## src/inc/rfr_pkg.sv

```systemverilog
package rfr_pkg;
  // ****************************************************************
  // register map
  // ****************************************************************
  localparam logic [5:0] A_CMD  = 6'h01;
  localparam logic [5:0] A_DATA = 6'h02;
  localparam logic [5:0] A_STAT = 6'h03;
  localparam logic [5:0] A_FILL = 6'h04;
  localparam logic [5:0] A_CTRL = 6'h09;
  localparam logic [5:0] A_ERR  = 6'h0A;
  localparam logic [5:0] A_BITF = 6'h0F;
  localparam logic [5:0] A_COD  = 6'h14;
  localparam logic [5:0] A_PW   = 6'h15;
  localparam logic [5:0] A_BFR  = 6'h17;
  localparam logic [5:0] A_DEC  = 6'h1E;
  localparam logic [5:0] A_INT  = 6'h22;
  localparam logic [5:0] A_THR  = 6'h29;
  // ****************************************************************
  // reset values
  // ****************************************************************
  localparam logic [7:0] R_BITF = 8'h00;
  localparam logic [2:0] R_COD  = 3'h1;
  localparam logic [5:0] R_PW   = 6'h10;
  localparam logic [5:0] R_BFR  = 6'h00;
  localparam logic [6:0] R_INT  = 7'h03;
  localparam logic [5:0] R_THR  = 6'h08;
  // ****************************************************************
  // field positions
  // ****************************************************************
  localparam int BF_MASK  = 3;
  localparam int BF_ALIGN = 4;
  localparam int DEC_ENH  = 7;
  localparam int DEC_SRC  = 1;
  localparam int BFR_EOF  = 5;
  localparam int BFR_GT   = 2;
  localparam int IN_PON   = 0;
  localparam int IN_PODD  = 1;
  localparam int IN_TXCRC = 2;
  localparam int IN_CRC_VARIANT_SELECT  = 5;
  localparam logic [6:0] IN_MASK = 7'h6F;
  localparam int CT_FLUSH = 0;
  localparam logic [2:0] CODE_B = 3'h0;
  localparam logic [2:0] CODE_A = 3'h1;
  // ****************************************************************
  // commands
  // ****************************************************************
  localparam logic [7:0] CMD_IDLE = 8'h00;
  localparam logic [7:0] CMD_TX   = 8'h1A;
  localparam logic [7:0] CMD_RX   = 8'h16;
  // ****************************************************************
  // timing, in carrier periods unless noted
  // ****************************************************************
  localparam int CLK_PERIOD_PS = 4000;
  localparam int FC_PERIOD_PS  = 73746;
  localparam int FC_CYC = FC_PERIOD_PS / CLK_PERIOD_PS;
  localparam logic [11:0] ETU_FC  = 12'h080;
  localparam logic [11:0] HALF_FC = 12'h040;
  localparam logic [11:0] GT_FC   = 12'h080;
  localparam logic [3:0]  N_LO_S  = 4'hA;
  localparam logic [3:0]  N_LO_L  = 4'hB;
  localparam logic [3:0]  N_HI_S  = 4'h2;
  localparam logic [3:0]  N_HI_L  = 4'h3;
  localparam logic [15:0] CRC_PRE_A = 16'h6363;
  localparam logic [15:0] CRC_PRE_B = 16'hFFFF;
  localparam logic [15:0] CRC_POLY  = 16'h8408;

  typedef enum logic [3:0] {
    T_IDLE, T_SOF_LO, T_SOF_HI, T_LOAD, T_START,
    T_BITS, T_PAR, T_STOP, T_EGT, T_EOF
  } rfr_tx_t;
endpackage : rfr_pkg

```

## src/core/rfr_fifo.sv

```systemverilog
`timescale 1ns/100ps
module rfr_fifo #(
  parameter int W = 8,
  parameter int D = 128
) (
  input  wire logic                   clk,
  input  wire logic                   srst,
  input  wire logic                   flush,
  input  wire logic                   in_valid,
  output logic                        in_ready,
  input  wire logic [W-1:0]           in_data,
  output logic                        out_valid,
  input  wire logic                   out_ready,
  output logic [W-1:0]                out_data,
  output logic [$clog2(D+1)-1:0]      count
);
  localparam int AW = $clog2(D);
  localparam int CW = $clog2(D+1);

  typedef struct packed {
    logic [D-1:0][W-1:0] mem;
    logic [AW-1:0]       rd;
    logic [AW-1:0]       wr;
    logic [CW-1:0]       cnt;
  } rfr_fifo_t;

  rfr_fifo_t s;
  rfr_fifo_t n;
  logic      wr_ok;
  logic      rd_ok;

  function automatic logic [AW-1:0] bump(input logic [AW-1:0] p);
    return (p == AW'(D-1)) ? '0 : p + 1'b1;
  endfunction : bump

  assign in_ready  = s.cnt != CW'(D);
  assign out_valid = s.cnt != '0;
  assign out_data  = s.mem[s.rd];
  assign count     = s.cnt;
  assign wr_ok     = in_valid && in_ready;
  assign rd_ok     = out_valid && out_ready;

  always_comb begin
    n = s;
    if (flush) begin
      n.rd  = '0;
      n.wr  = '0;
      n.cnt = '0;
    end else begin
      // a write while full is refused here and never touches storage
      if (wr_ok) begin
        n.mem[s.wr] = in_data;
        n.wr        = bump(s.wr);
      end
      if (rd_ok) begin
        n.rd = bump(s.rd);
      end
      n.cnt = s.cnt + CW'(wr_ok) - CW'(rd_ok);
    end
  end

  always_ff @(posedge clk) begin
    if (srst) begin
      s.rd  <= '0;
      s.wr  <= '0;
      s.cnt <= '0;
    end else begin
      s <= n;
    end
  end
endmodule : rfr_fifo

```

## src/core/rfr_framer.sv

```systemverilog
`timescale 1ns/100ps
// Function
// - nonzero final bit count sends only that many low bits of last byte
// - first received bit lands at the alignment offset of first byte
// - tag mask select sends only final-bit-count mask bits from queue
// - decoder bit 7 selects the enhanced type A decoding
// - decoder source bit 1 picks card signal or test input pin
// - type A pause lasts 2 times (pause width plus 1) carrier periods
// - type B end frame is 10 or 11 ETU by its length bit
// - type B start frame low and high lengths from two-bit field
// - type B extra guard time in multiples of 128 carrier periods
// - type B frame: start frame, characters with start/stop, end frame
// - a 128-byte queue holds transmit and received data
// - data port writes the queue; each read pops oldest byte
// - fill count always shows bytes stored, up to 128
// - queue clear empties the queue and zeroes the fill count
// - store into full queue sets overflow until queue clear
// - near-full alert while free space is below threshold
// - neither alert when neither quantity is below threshold
// - type A parity enable turns parity on; odd select picks odd or even
// - CRC variant bit 5 picks type A CRC or the 3309 CRC
// - CRC append bit 2 computes CRC over data and sends it after
// - overflow shows as bit 4 of the error flag register
module rfr_framer #(
  parameter int DEPTH  = 128,
  parameter int FC_DIV = rfr_pkg::FC_CYC
) (
  input  wire logic       CLK,
  input  wire logic       SRST,
  input  wire logic [5:0] REG_ADDR,
  input  wire logic       REG_WE,
  input  wire logic       REG_RE,
  input  wire logic [7:0] REG_WDATA,
  output logic      [7:0] REG_RDATA,
  input  wire logic       RX_CARD,
  input  wire logic       TEST_IN,
  input  wire logic       RX_STROBE,
  input  wire logic       RX_END,
  output logic            TX_LINE,
  output logic            TX_PAUSE,
  output logic            TX_ACTIVE,
  output logic            RX_ACTIVE,
  output logic            NEAR_FULL,
  output logic            NEAR_EMPTY
);
  localparam int CW = $clog2(DEPTH+1);

  typedef struct packed {
    logic [7:0]      cmd;
    logic [7:0]      bitf;
    logic [2:0]      cod;
    logic [5:0]      pw;
    logic [5:0]      bfr;
    logic            enh;
    logic            src;
    logic [6:0]      integ;
    logic [5:0]      thr;
    logic            ovf;
    logic            parerr;
    logic [7:0]      rdata;
    logic [3:0]      s1;
    logic [3:0]      s2;
    logic [3:0]      s3;
    logic [2:0]      hist;
    logic [7:0]      div;
    rfr_pkg::rfr_tx_t tst;
    logic [11:0]     tcnt;
    logic [7:0]      sh;
    logic [3:0]      bi;
    logic [3:0]      nb;
    logic            pacc;
    logic            pb;
    logic [15:0]     crc;
    logic [1:0]      crcl;
    logic            line;
    logic            pause;
    logic            ract;
    logic [2:0]      pos;
    logic            rany;
    logic [7:0]      racc;
    logic [3:0]      rcnt;
    logic            rpar;
    logic            push;
    logic [7:0]      pbyte;
    logic            hi;
    logic            lo;
  } rfr_state_t;

  rfr_state_t s;
  rfr_state_t n;

  logic          host_wr;
  logic          host_rd;
  logic          tx_pop;
  logic          flush;
  logic          fc_tick;
  logic          a_mode;
  logic          b_mode;
  logic          mask;
  logic [2:0]    fin;
  logic          rx_bit;
  logic          stb;
  logic          endp;
  logic          cur;
  logic [11:0]   dur;
  logic [11:0]   pst;
  logic [11:0]   pend;
  logic [15:0]   crc_out;
  logic          f_in_valid;
  logic          f_in_ready;
  logic [7:0]    f_in_data;
  logic          f_ovalid;
  logic [7:0]    f_odata;
  logic [CW-1:0] f_count;

  // ****************************************************************
  // helpers
  // ****************************************************************
  function automatic logic [15:0] crc_byte(input logic [15:0] c,
                                            input logic [7:0]  d);
    logic [15:0] r;
    r = c ^ {8'h00, d};
    for (int i = 0; i < 8; i++) begin
      r = r[0] ? ((r >> 1) ^ rfr_pkg::CRC_POLY) : (r >> 1);
    end
    return r;
  endfunction : crc_byte

  function automatic logic [11:0] etus(input logic [3:0] k);
    return 12'(k * rfr_pkg::ETU_FC);
  endfunction : etus

  function automatic logic maj(input logic [2:0] h);
    return (h[0] & h[1]) | (h[0] & h[2]) | (h[1] & h[2]);
  endfunction : maj

  // ****************************************************************
  // byte queue
  // ****************************************************************
  rfr_fifo #(
    .W (8),
    .D (DEPTH)
  ) u_queue (
    .clk       (CLK),
    .srst      (SRST),
    .flush     (flush),
    .in_valid  (f_in_valid),
    .in_ready  (f_in_ready),
    .in_data   (f_in_data),
    .out_valid (f_ovalid),
    .out_ready (host_rd || tx_pop),
    .out_data  (f_odata),
    .count     (f_count)
  );

  assign f_in_valid = s.push || host_wr;
  assign f_in_data  = s.push ? s.pbyte : REG_WDATA;
  assign host_wr = REG_WE && (REG_ADDR == rfr_pkg::A_DATA);
  assign host_rd = REG_RE && (REG_ADDR == rfr_pkg::A_DATA) && f_ovalid;
  assign flush = REG_WE && (REG_ADDR == rfr_pkg::A_CTRL)
                 && REG_WDATA[rfr_pkg::CT_FLUSH];

  assign a_mode  = s.cod == rfr_pkg::CODE_A;
  assign b_mode  = s.cod == rfr_pkg::CODE_B;
  assign mask    = s.bitf[rfr_pkg::BF_MASK];
  assign fin     = s.bitf[2:0];
  assign fc_tick = s.div == 8'(FC_DIV - 1);
  assign crc_out = s.integ[rfr_pkg::IN_CRC_VARIANT_SELECT] ? ~s.crc : s.crc;

  always_comb begin
    case (s.tst)
      rfr_pkg::T_SOF_LO:
        dur = etus(s.bfr[1] ? rfr_pkg::N_LO_L : rfr_pkg::N_LO_S);
      rfr_pkg::T_SOF_HI:
        dur = etus(s.bfr[0] ? rfr_pkg::N_HI_L : rfr_pkg::N_HI_S);
      rfr_pkg::T_EGT:
        dur = 12'(s.bfr[4:2] * rfr_pkg::GT_FC);
      rfr_pkg::T_EOF:
        dur = etus(s.bfr[rfr_pkg::BFR_EOF] ? rfr_pkg::N_LO_L
                                           : rfr_pkg::N_LO_S);
      default:
        dur = rfr_pkg::ETU_FC;
    endcase
  end

  // ****************************************************************
  // next state
  // ****************************************************************
  always_comb begin
    n      = s;
    tx_pop = 1'b0;
    n.push = 1'b0;
    n.div  = fc_tick ? 8'h00 : s.div + 8'h01;
    n.s1   = {RX_END, RX_STROBE, TEST_IN, RX_CARD};
    n.s2   = s.s1;
    n.s3   = s.s2;
    n.hist = {s.hist[1:0], s.src ? s.s2[1] : s.s2[0]};
    rx_bit = s.enh ? maj(s.hist) : s.hist[0];
    stb    = s.s2[2] & ~s.s3[2];
    endp   = s.s2[3] & ~s.s3[3];

    if (REG_WE) begin
      case (REG_ADDR)
        rfr_pkg::A_BITF: n.bitf  = REG_WDATA;
        rfr_pkg::A_COD:  n.cod   = REG_WDATA[2:0];
        rfr_pkg::A_PW:   n.pw    = REG_WDATA[5:0];
        rfr_pkg::A_BFR:  n.bfr   = REG_WDATA[5:0];
        rfr_pkg::A_INT:  n.integ = REG_WDATA[6:0] & rfr_pkg::IN_MASK;
        rfr_pkg::A_THR:  n.thr   = REG_WDATA[5:0];
        rfr_pkg::A_DEC: begin
          n.enh = REG_WDATA[rfr_pkg::DEC_ENH];
          n.src = REG_WDATA[rfr_pkg::DEC_SRC];
        end
        rfr_pkg::A_CMD: begin
          n.cmd = REG_WDATA;
          if (REG_WDATA == rfr_pkg::CMD_TX) begin
            n.tst  = b_mode ? rfr_pkg::T_SOF_LO : rfr_pkg::T_LOAD;
            n.tcnt = '0;
            // frame timing starts on a carrier boundary
            n.div  = 8'h00;
            n.pb   = 1'b0;
            n.crc  = s.integ[rfr_pkg::IN_CRC_VARIANT_SELECT] ? rfr_pkg::CRC_PRE_B
                                               : rfr_pkg::CRC_PRE_A;
            n.crcl = (s.integ[rfr_pkg::IN_TXCRC] && !mask)
                     ? 2'd2 : 2'd0;
          end else if (REG_WDATA == rfr_pkg::CMD_RX) begin
            n.ract   = 1'b1;
            n.pos    = s.bitf[rfr_pkg::BF_ALIGN +: 3];
            n.rany   = 1'b0;
            n.racc   = '0;
            n.rcnt   = '0;
            n.rpar   = 1'b0;
            n.parerr = 1'b0;
          end
        end
        default: ;
      endcase
    end

    // transmit framing
    case (s.tst)
      rfr_pkg::T_IDLE: ;
      rfr_pkg::T_LOAD: begin
        n.bi   = '0;
        n.pacc = 1'b0;
        n.tcnt = '0;
        n.tst  = b_mode ? rfr_pkg::T_START : rfr_pkg::T_BITS;
        n.nb   = 4'd8;
        if (f_ovalid && !host_rd) begin
          tx_pop = 1'b1;
          n.sh   = f_odata;
          n.crc  = crc_byte(s.crc, f_odata);
          if (mask) begin
            n.nb = {1'b0, fin};
          end else if (f_count == CW'(1) && fin != 3'd0) begin
            n.nb = {1'b0, fin};
          end
        end else if (f_ovalid) begin
          n.tst = rfr_pkg::T_LOAD;
        end else if (s.crcl != 2'd0) begin
          n.sh   = (s.crcl == 2'd2) ? crc_out[7:0] : crc_out[15:8];
          n.crcl = s.crcl - 2'd1;
        end else if (b_mode) begin
          n.tst = rfr_pkg::T_EOF;
        end else begin
          n.tst = rfr_pkg::T_IDLE;
          n.cmd = rfr_pkg::CMD_IDLE;
        end
      end
      default: begin
        if (fc_tick) begin
          n.tcnt = s.tcnt + 12'd1;
          if (s.tcnt == dur - 12'd1) begin
            n.tcnt = '0;
            case (s.tst)
              rfr_pkg::T_SOF_LO: n.tst = rfr_pkg::T_SOF_HI;
              rfr_pkg::T_SOF_HI: n.tst = rfr_pkg::T_LOAD;
              rfr_pkg::T_START:  n.tst = rfr_pkg::T_BITS;
              rfr_pkg::T_BITS: begin
                n.pb   = s.sh[0];
                n.pacc = s.pacc ^ s.sh[0];
                n.sh   = s.sh >> 1;
                n.bi   = s.bi + 4'd1;
                if (s.bi + 4'd1 == s.nb) begin
                  if (mask) begin
                    n.tst = rfr_pkg::T_IDLE;
                    n.cmd = rfr_pkg::CMD_IDLE;
                  end else if (a_mode && s.integ[rfr_pkg::IN_PON]
                               && s.nb == 4'd8) begin
                    n.tst = rfr_pkg::T_PAR;
                  end else if (b_mode) begin
                    n.tst = rfr_pkg::T_STOP;
                  end else begin
                    n.tst = rfr_pkg::T_LOAD;
                  end
                end
              end
              rfr_pkg::T_PAR: begin
                n.pb  = s.integ[rfr_pkg::IN_PODD] ^ s.pacc;
                n.tst = rfr_pkg::T_LOAD;
              end
              rfr_pkg::T_STOP:
                n.tst = (s.bfr[4:2] != 3'd0) ? rfr_pkg::T_EGT
                                             : rfr_pkg::T_LOAD;
              rfr_pkg::T_EGT: n.tst = rfr_pkg::T_LOAD;
              default: begin
                n.tst = rfr_pkg::T_IDLE;
                n.cmd = rfr_pkg::CMD_IDLE;
              end
            endcase
          end
        end
      end
    endcase

    // line level and type A pause placement
    cur = (n.tst == rfr_pkg::T_PAR)
          ? (s.integ[rfr_pkg::IN_PODD] ^ n.pacc) : n.sh[0];
    case (n.tst)
      rfr_pkg::T_SOF_LO, rfr_pkg::T_START, rfr_pkg::T_EOF:
        n.line = 1'b0;
      rfr_pkg::T_BITS, rfr_pkg::T_PAR:
        n.line = cur;
      // in type B the load cycle is the first cycle of the low start or end bit
      rfr_pkg::T_LOAD:
        n.line = !b_mode;
      default:
        n.line = 1'b1;
    endcase
    pst     = cur ? rfr_pkg::HALF_FC : 12'd0;
    pend    = pst + {5'd0, n.pw, 1'b0} + 12'd2;
    // a zero right after a one carries no pause (modified Miller)
    // window runs one clock late so the load cycle is counted
    n.pause = a_mode && (n.tst == rfr_pkg::T_BITS
                         || n.tst == rfr_pkg::T_PAR)
              && (cur || !n.pb)
              && (n.tcnt > pst || (n.tcnt == pst && n.div != 8'h00))
              && (n.tcnt < pend
                  || (n.tcnt == pend && n.div == 8'h00));

    // receive assembly
    if (s.ract) begin
      if (endp) begin
        n.ract = 1'b0;
        n.cmd  = rfr_pkg::CMD_IDLE;
        n.push = s.rany;
        n.pbyte = s.racc;
      end else if (stb) begin
        if (a_mode && s.integ[rfr_pkg::IN_PON] && s.rcnt == 4'd8) begin
          if (rx_bit != (s.integ[rfr_pkg::IN_PODD] ^ s.rpar)) begin
            n.parerr = 1'b1;
          end
          n.rcnt = '0;
          n.rpar = 1'b0;
        end else begin
          n.racc[s.pos] = rx_bit;
          n.rpar = s.rpar ^ rx_bit;
          n.rcnt = s.rcnt + 4'd1;
          n.rany = 1'b1;
          n.pos  = s.pos + 3'd1;
          if (s.pos == 3'd7) begin
            n.push  = 1'b1;
            n.pbyte = n.racc;
            n.racc  = '0;
            n.rany  = 1'b0;
          end
        end
      end
    end

    // overflow: a clear wins over a set in the same cycle
    if (flush) begin
      n.ovf = 1'b0;
    end
    if (f_in_valid && !f_in_ready && !flush) begin
      n.ovf = 1'b1;
    end

    n.hi = (CW'(DEPTH) - f_count) < CW'(s.thr);
    n.lo = f_count < CW'(s.thr);

    if (REG_RE) begin
      case (REG_ADDR)
        rfr_pkg::A_CMD:  n.rdata = s.cmd;
        rfr_pkg::A_DATA: n.rdata = f_ovalid ? f_odata : 8'h00;
        rfr_pkg::A_STAT: n.rdata = {6'h00, s.hi, s.lo};
        rfr_pkg::A_FILL: n.rdata = 8'(f_count);
        rfr_pkg::A_ERR:  n.rdata = {3'h0, s.ovf, 2'h0, s.parerr, 1'b0};
        rfr_pkg::A_BITF: n.rdata = s.bitf;
        rfr_pkg::A_COD:  n.rdata = {5'h00, s.cod};
        rfr_pkg::A_PW:   n.rdata = {2'h0, s.pw};
        rfr_pkg::A_BFR:  n.rdata = {2'h0, s.bfr};
        rfr_pkg::A_DEC:  n.rdata = {s.enh, 5'h00, s.src, 1'b1};
        rfr_pkg::A_INT:  n.rdata = {1'b0, s.integ};
        rfr_pkg::A_THR:  n.rdata = {2'h0, s.thr};
        default:         n.rdata = 8'h00;
      endcase
    end
  end

  always_ff @(posedge CLK) begin
    if (SRST) begin
      s       <= '0;
      s.bitf  <= rfr_pkg::R_BITF;
      s.cod   <= rfr_pkg::R_COD;
      s.pw    <= rfr_pkg::R_PW;
      s.bfr   <= rfr_pkg::R_BFR;
      s.integ <= rfr_pkg::R_INT;
      s.thr   <= rfr_pkg::R_THR;
      s.line  <= 1'b1;
    end else begin
      s <= n;
    end
  end

  assign REG_RDATA  = s.rdata;
  assign TX_LINE    = s.line;
  assign TX_PAUSE   = s.pause;
  assign TX_ACTIVE  = s.tst != rfr_pkg::T_IDLE;
  assign RX_ACTIVE  = s.ract;
  assign NEAR_FULL  = s.hi;
  assign NEAR_EMPTY = s.lo;
endmodule : rfr_framer

```

## config.mk

```make
export PLATFORM = sky130hd
export DESIGN_NAME = rfr_framer
export DESIGN_NICKNAME = d
export VERILOG_FILES = /design/src/inc/rfr_pkg.sv /design/src/core/rfr_fifo.sv /design/src/core/rfr_framer.sv
export SDC_FILE = /design/constraint.sdc
export NUM_CORES = 1
export LEC_CHECK = 0
export ABC_AREA = 0
export BUFFER_PORTS_ARGS = -buffer_cell sky130_fd_sc_hd__buf_2
export CORE_ASPECT_RATIO = 1.25
export CORE_UTILIZATION = 50
export DETAILED_ROUTE_END_ITERATION = 8
export GPL_ROUTABILITY_DRIVEN = 0
export PLACE_DENSITY = 0.76
export SYNTH_ARGS = -nofsm -noshare
export SYNTH_HDL_FRONTEND = slang
export SYNTH_SLANG_ARGS = --single-unit
export TNS_END_PERCENT = 20
```

## constraint.sdc

```tcl
create_clock -name CLK -period 9.6 [get_ports CLK]
set_clock_uncertainty 0.15 [all_clocks]
set_input_delay 0.48 -clock CLK [delete_from_list [all_inputs] [get_ports CLK]]
set_output_delay 0.48 -clock CLK [all_outputs]
set_load 0.02 [all_outputs]
```

==> metrics.md <==
| Metric | Value |
|---|---|
| Status | finished clean |
| Worst Path Buf+Inv | 1 |
| Crit Reg-Reg Endpoint | TX_PAUSE |
| Die Footprint | 0.103 mm^2 |
| Vias in the first global route | 28.6k |
| IO Pins | 36 |
| Initial core utilization | 50.5% |
| Slew Viols, Final | 0 |
| Slew @ Worst Pin | 1.32 ns |
| CP Launch Type | register |
| Mapped cell area | 0.0509 mm^2 |
| FP Rows | 130 |
| Chip height | 359 um |
| Core area | 0.101 mm^2 |
| Post-route design area | 0.0556 mm^2 |
| Syn. warnings | 0 |
| DR vias/cell | 6.31 |
| Worst EP arrival | 6.75 ns |
| Antenna violations before repair | 0 |
| Worst VDD drop | 156 uV |
| Pin count of the biggest net entering global routing | 128 |
| Port Buffer Count | 35 |
| Drt total wl | 123000 um |
| Critical path class | reg2reg |
| TNS Setup | 0 ns |
| Die Span X | 287 um |
| CTS buffer count | 112 |
| CP cell instances | or3b_2 > o22ai_1 > and2_1 > ha_1 > xnor2_1 > nor4_1 > o221ai_2 > or3_1 > nor2_1 > o21ai_0 > a221oi_1 > mux2_2 > inv_1 > ha_1 > xor2_1 > ha_1 > nor2b_1 > o21ai_0 > o21ai_0 > nor2_1 > a31o_2 > nand4_1 > a221oi_2 |
| Grt total ovfl | 0 |
| Ratio of cells with drive above 1 in the final layout | 16.1% |
| R2R cell count | 23 |
| Pleak | 17.4 nW |
| Final Hold Viols | 0 |
| Hold Path End | REG_RDATA[3] |
| Fmax achieved | 0.160 GHz |
| DP Wirelength | 77000 um |
| Worst-path clk slew | 0.07 ns |
| Syn_nets | 3272 |
| Synthesized area per cell | 15.9 um^2 |
| Min-Delay Path Depth | 2 |
| Placement Cell Area | 0.0519 mm^2 |
| Post-synthesis cell count | 3200 |
| Slew headroom | 12.2% |
| Worst Hold Launch | SRST |
| EDFF count, synth | 1024 |
| CP endpoint kind | register |
| Minimum clock period | 6.27 ns |
| Wire per inst | 26.7 um |
| Post-CTS setup buffers | 0 |
| Drt first pass iters | 8 |
| Hold/Removal Path Class | in2reg |
| N_diodes | 0 |
| DRC Markers | 0 |
| CTS tree | yes |
| Htree depth | 3 |
| Worst Path Max Fanout | 20 |
| Final setup viols | 0 |
| Asr flop ratio synth | 0% |
| Data required, critical path | 10.08 ns |
| Synthesized flop and latch total | 1205 |
| Unrepaired setup endpoints after global routing | no |
| Predominant post-synthesis flop cell | edfxtp_1 |
| TritonCTS Sinks | 1205 |
| Sequential fraction of the synthesis area | 67.6% |
| Synth cell types | 104 |
| Deepest clock path buffer count | 3 |
| Delay-heaviest family, CP | simple AND/OR/NAND/NOR gates |
| Final period utilization | 65.3% |
| Placed insts | 4402 |
| Finished Layout Cells | 4620 |
| Vias | 29.2k |
| First-pass GRT wire length | 184000 um |
| Synthesis-to-layout area growth | 9.31% |
| GRT Util Overall | 24.1% |
| Fin nets | 3281 |
| Root Buffer | clkbuf_16 |
| Worst reg2reg setup slack | 3.33 ns |
| Routed Antenna Nets | 0 |
| Max-cap violation count | 0 |
| CP max-delay cell | dfxtp_1 |
| Worst r2r src | s[80] |
| Drt first-iter violations | 3600 |
| Worst skew pair latency | 0.72 ns |
| Max stage delay on crit path | 0.71 ns |
| Power Dens Cells | 186 mW/mm^2 |
## worst register-to-register path, stage by stage (launching register included)
cell	delay, ns
dfxtp_1	0.71
or3b_2	0.52
o22ai_1	0.20
and2_1	0.20
ha_1	0.26
xnor2_1	0.13
nor4_1	0.32
o221ai_2	0.28
or3_1	0.49
nor2_1	0.25
o21ai_0	0.23
a221oi_1	0.39
mux2_2	0.28
inv_1	0.08
ha_1	0.33
xor2_1	0.18
ha_1	0.30
nor2b_1	0.13
o21ai_0	0.15
o21ai_0	0.11
nor2_1	0.10
a31o_2	0.11
nand4_1	0.11
a221oi_2	0.19
## final cells by class
class / count / area, um^2
tap: 1320 / 1650
multi-input combinational: 1750 / 15100
clock inverter: 66 / 616
inverter: 48 / 180
timing repair buffer: 92 / 676
sequential: 1205 / 34400
fill: 7549 / 45100
clock buffer: 139 / 2940
## cell families (layout without fill, tap and decap cells)
kind of cell / after synthesis / in the layout / share of synthesized area (%)
compound gates: 431 / 431 / 6.10
xor+xnor: 86 / 86 / 1.65
fa+ha+maj: 50 / 50 / 1.24
buf+inv: 245 / 345 / 2.76
flops: 1205 / 1205 / 67.6
mux: 389 / 389 / 13.4
simple gates: 794 / 794 / 7.29
## worst max-delay path by stage
stage / startpoint / to / slack [ns] / cells past startpoint
after floorplan: REG_WDATA[0] / u_queue.s[1006] / 2.41 / 3
after global placement: s[80] / TX_PAUSE / 3.52 / 23
after detailed placement: s[80] / TX_PAUSE / 3.42 / 23
after CTS: s[80] / TX_PAUSE / 3.40 / 23
after global routing: s[80] / TX_PAUSE / 2.82 / 23
final: s[80] / TX_PAUSE / 3.33 / 23
## sequential cells by signal, summed over array words and instances, names as in the netlist
name / cells
TX_LINE: 1
REG_RDATA: 8
NEAR_FULL: 1
n: 10
RX_ACTIVE: 1
fin: 3
TX_PAUSE: 1
u_queue.s: 1038
mask: 1
u_queue.count: 8
NEAR_EMPTY: 1
s: 132
## where the power goes
| group | switching, mW | internal [mW] |
|---|---|---|
| clock network | 1.93 | 2.42 |
| logic | 0.213 | 0.100 |
| registers | 0.0171 | 5.68 |
## per-stage QoR
| step | power, mW | setup slack (ns) | hold slack, ns | utilization, % |
|---|---|---|---|---|
| detailed placement | 6.12 | 3.42 | 0.287 | 51.6 |
| finish | 10.4 | 3.33 | 0.0464 | 55.2 |
| CTS | 10.4 | 3.40 | 0.0260 | 55.2 |
| global placement | 6.11 | 3.52 | 0.278 | 51.6 |
| global route | 10.6 | 2.82 | 0.0727 | 55.2 |
| floorplan | 6.02 | 2.41 | 0.264 | - |
## layout by cell type (no fill, tap or decap), types with 49 or more instances in the layout
| cell type | n |
|---|---|
| mux4_2 | 212 |
| mux2i_1 | 140 |
| o21ai_0 | 57 |
| a21oi_1 | 93 |
| dfxtp_1 | 176 |
| ha_1 | 49 |
| nand2_1 | 187 |
| nor2_1 | 314 |
| edfxtp_1 | 1024 |
| clkbuf_16 | 112 |
| nand3_1 | 74 |
## Yosys cell counts (20+ instances only)
master    count  area share, %
nand3_1      74           0.73
nor2b_1      50           0.61
xnor2_1      47           0.81
nor3_1       32           0.31
buf_4        27           0.40
nand2_1     187            1.4
ha_1         49            1.2
clkbuf_1    104           0.77
buf_2        27           0.27
a22oi_1      37           0.55
a21oi_1      93           0.92
a221oi_1     24           0.41
dfxtp_1     181            7.1
inv_1        45           0.33
a211oi_1     30           0.44
mux2i_1     140            2.8
mux4_2      212            9.4
nor2_1      315            2.3
mux2_2       23           0.51
o21ai_0      58           0.57
edfxtp_1   1024             60
xor2_1       32           0.55
nand4_1      20           0.25
## routing by layer
layer	wire length (um)	share of wire, %	vias up	GRT usage (%)
met3	10500	8.6	353	3.78
li1	-	-	12600	-
met1	45100	37	14600	30.2
met4	7060	5.7	0	13.3
met2	60500	49	1641	40.3
met5	0	0	-	0
## repair_timing
action                    CTS  global route
hold endpoints to repair   25             0
gates resized for setup     0             0
hold buffers               13             0
Note: power is estimated with default switching activity, not from simulation.
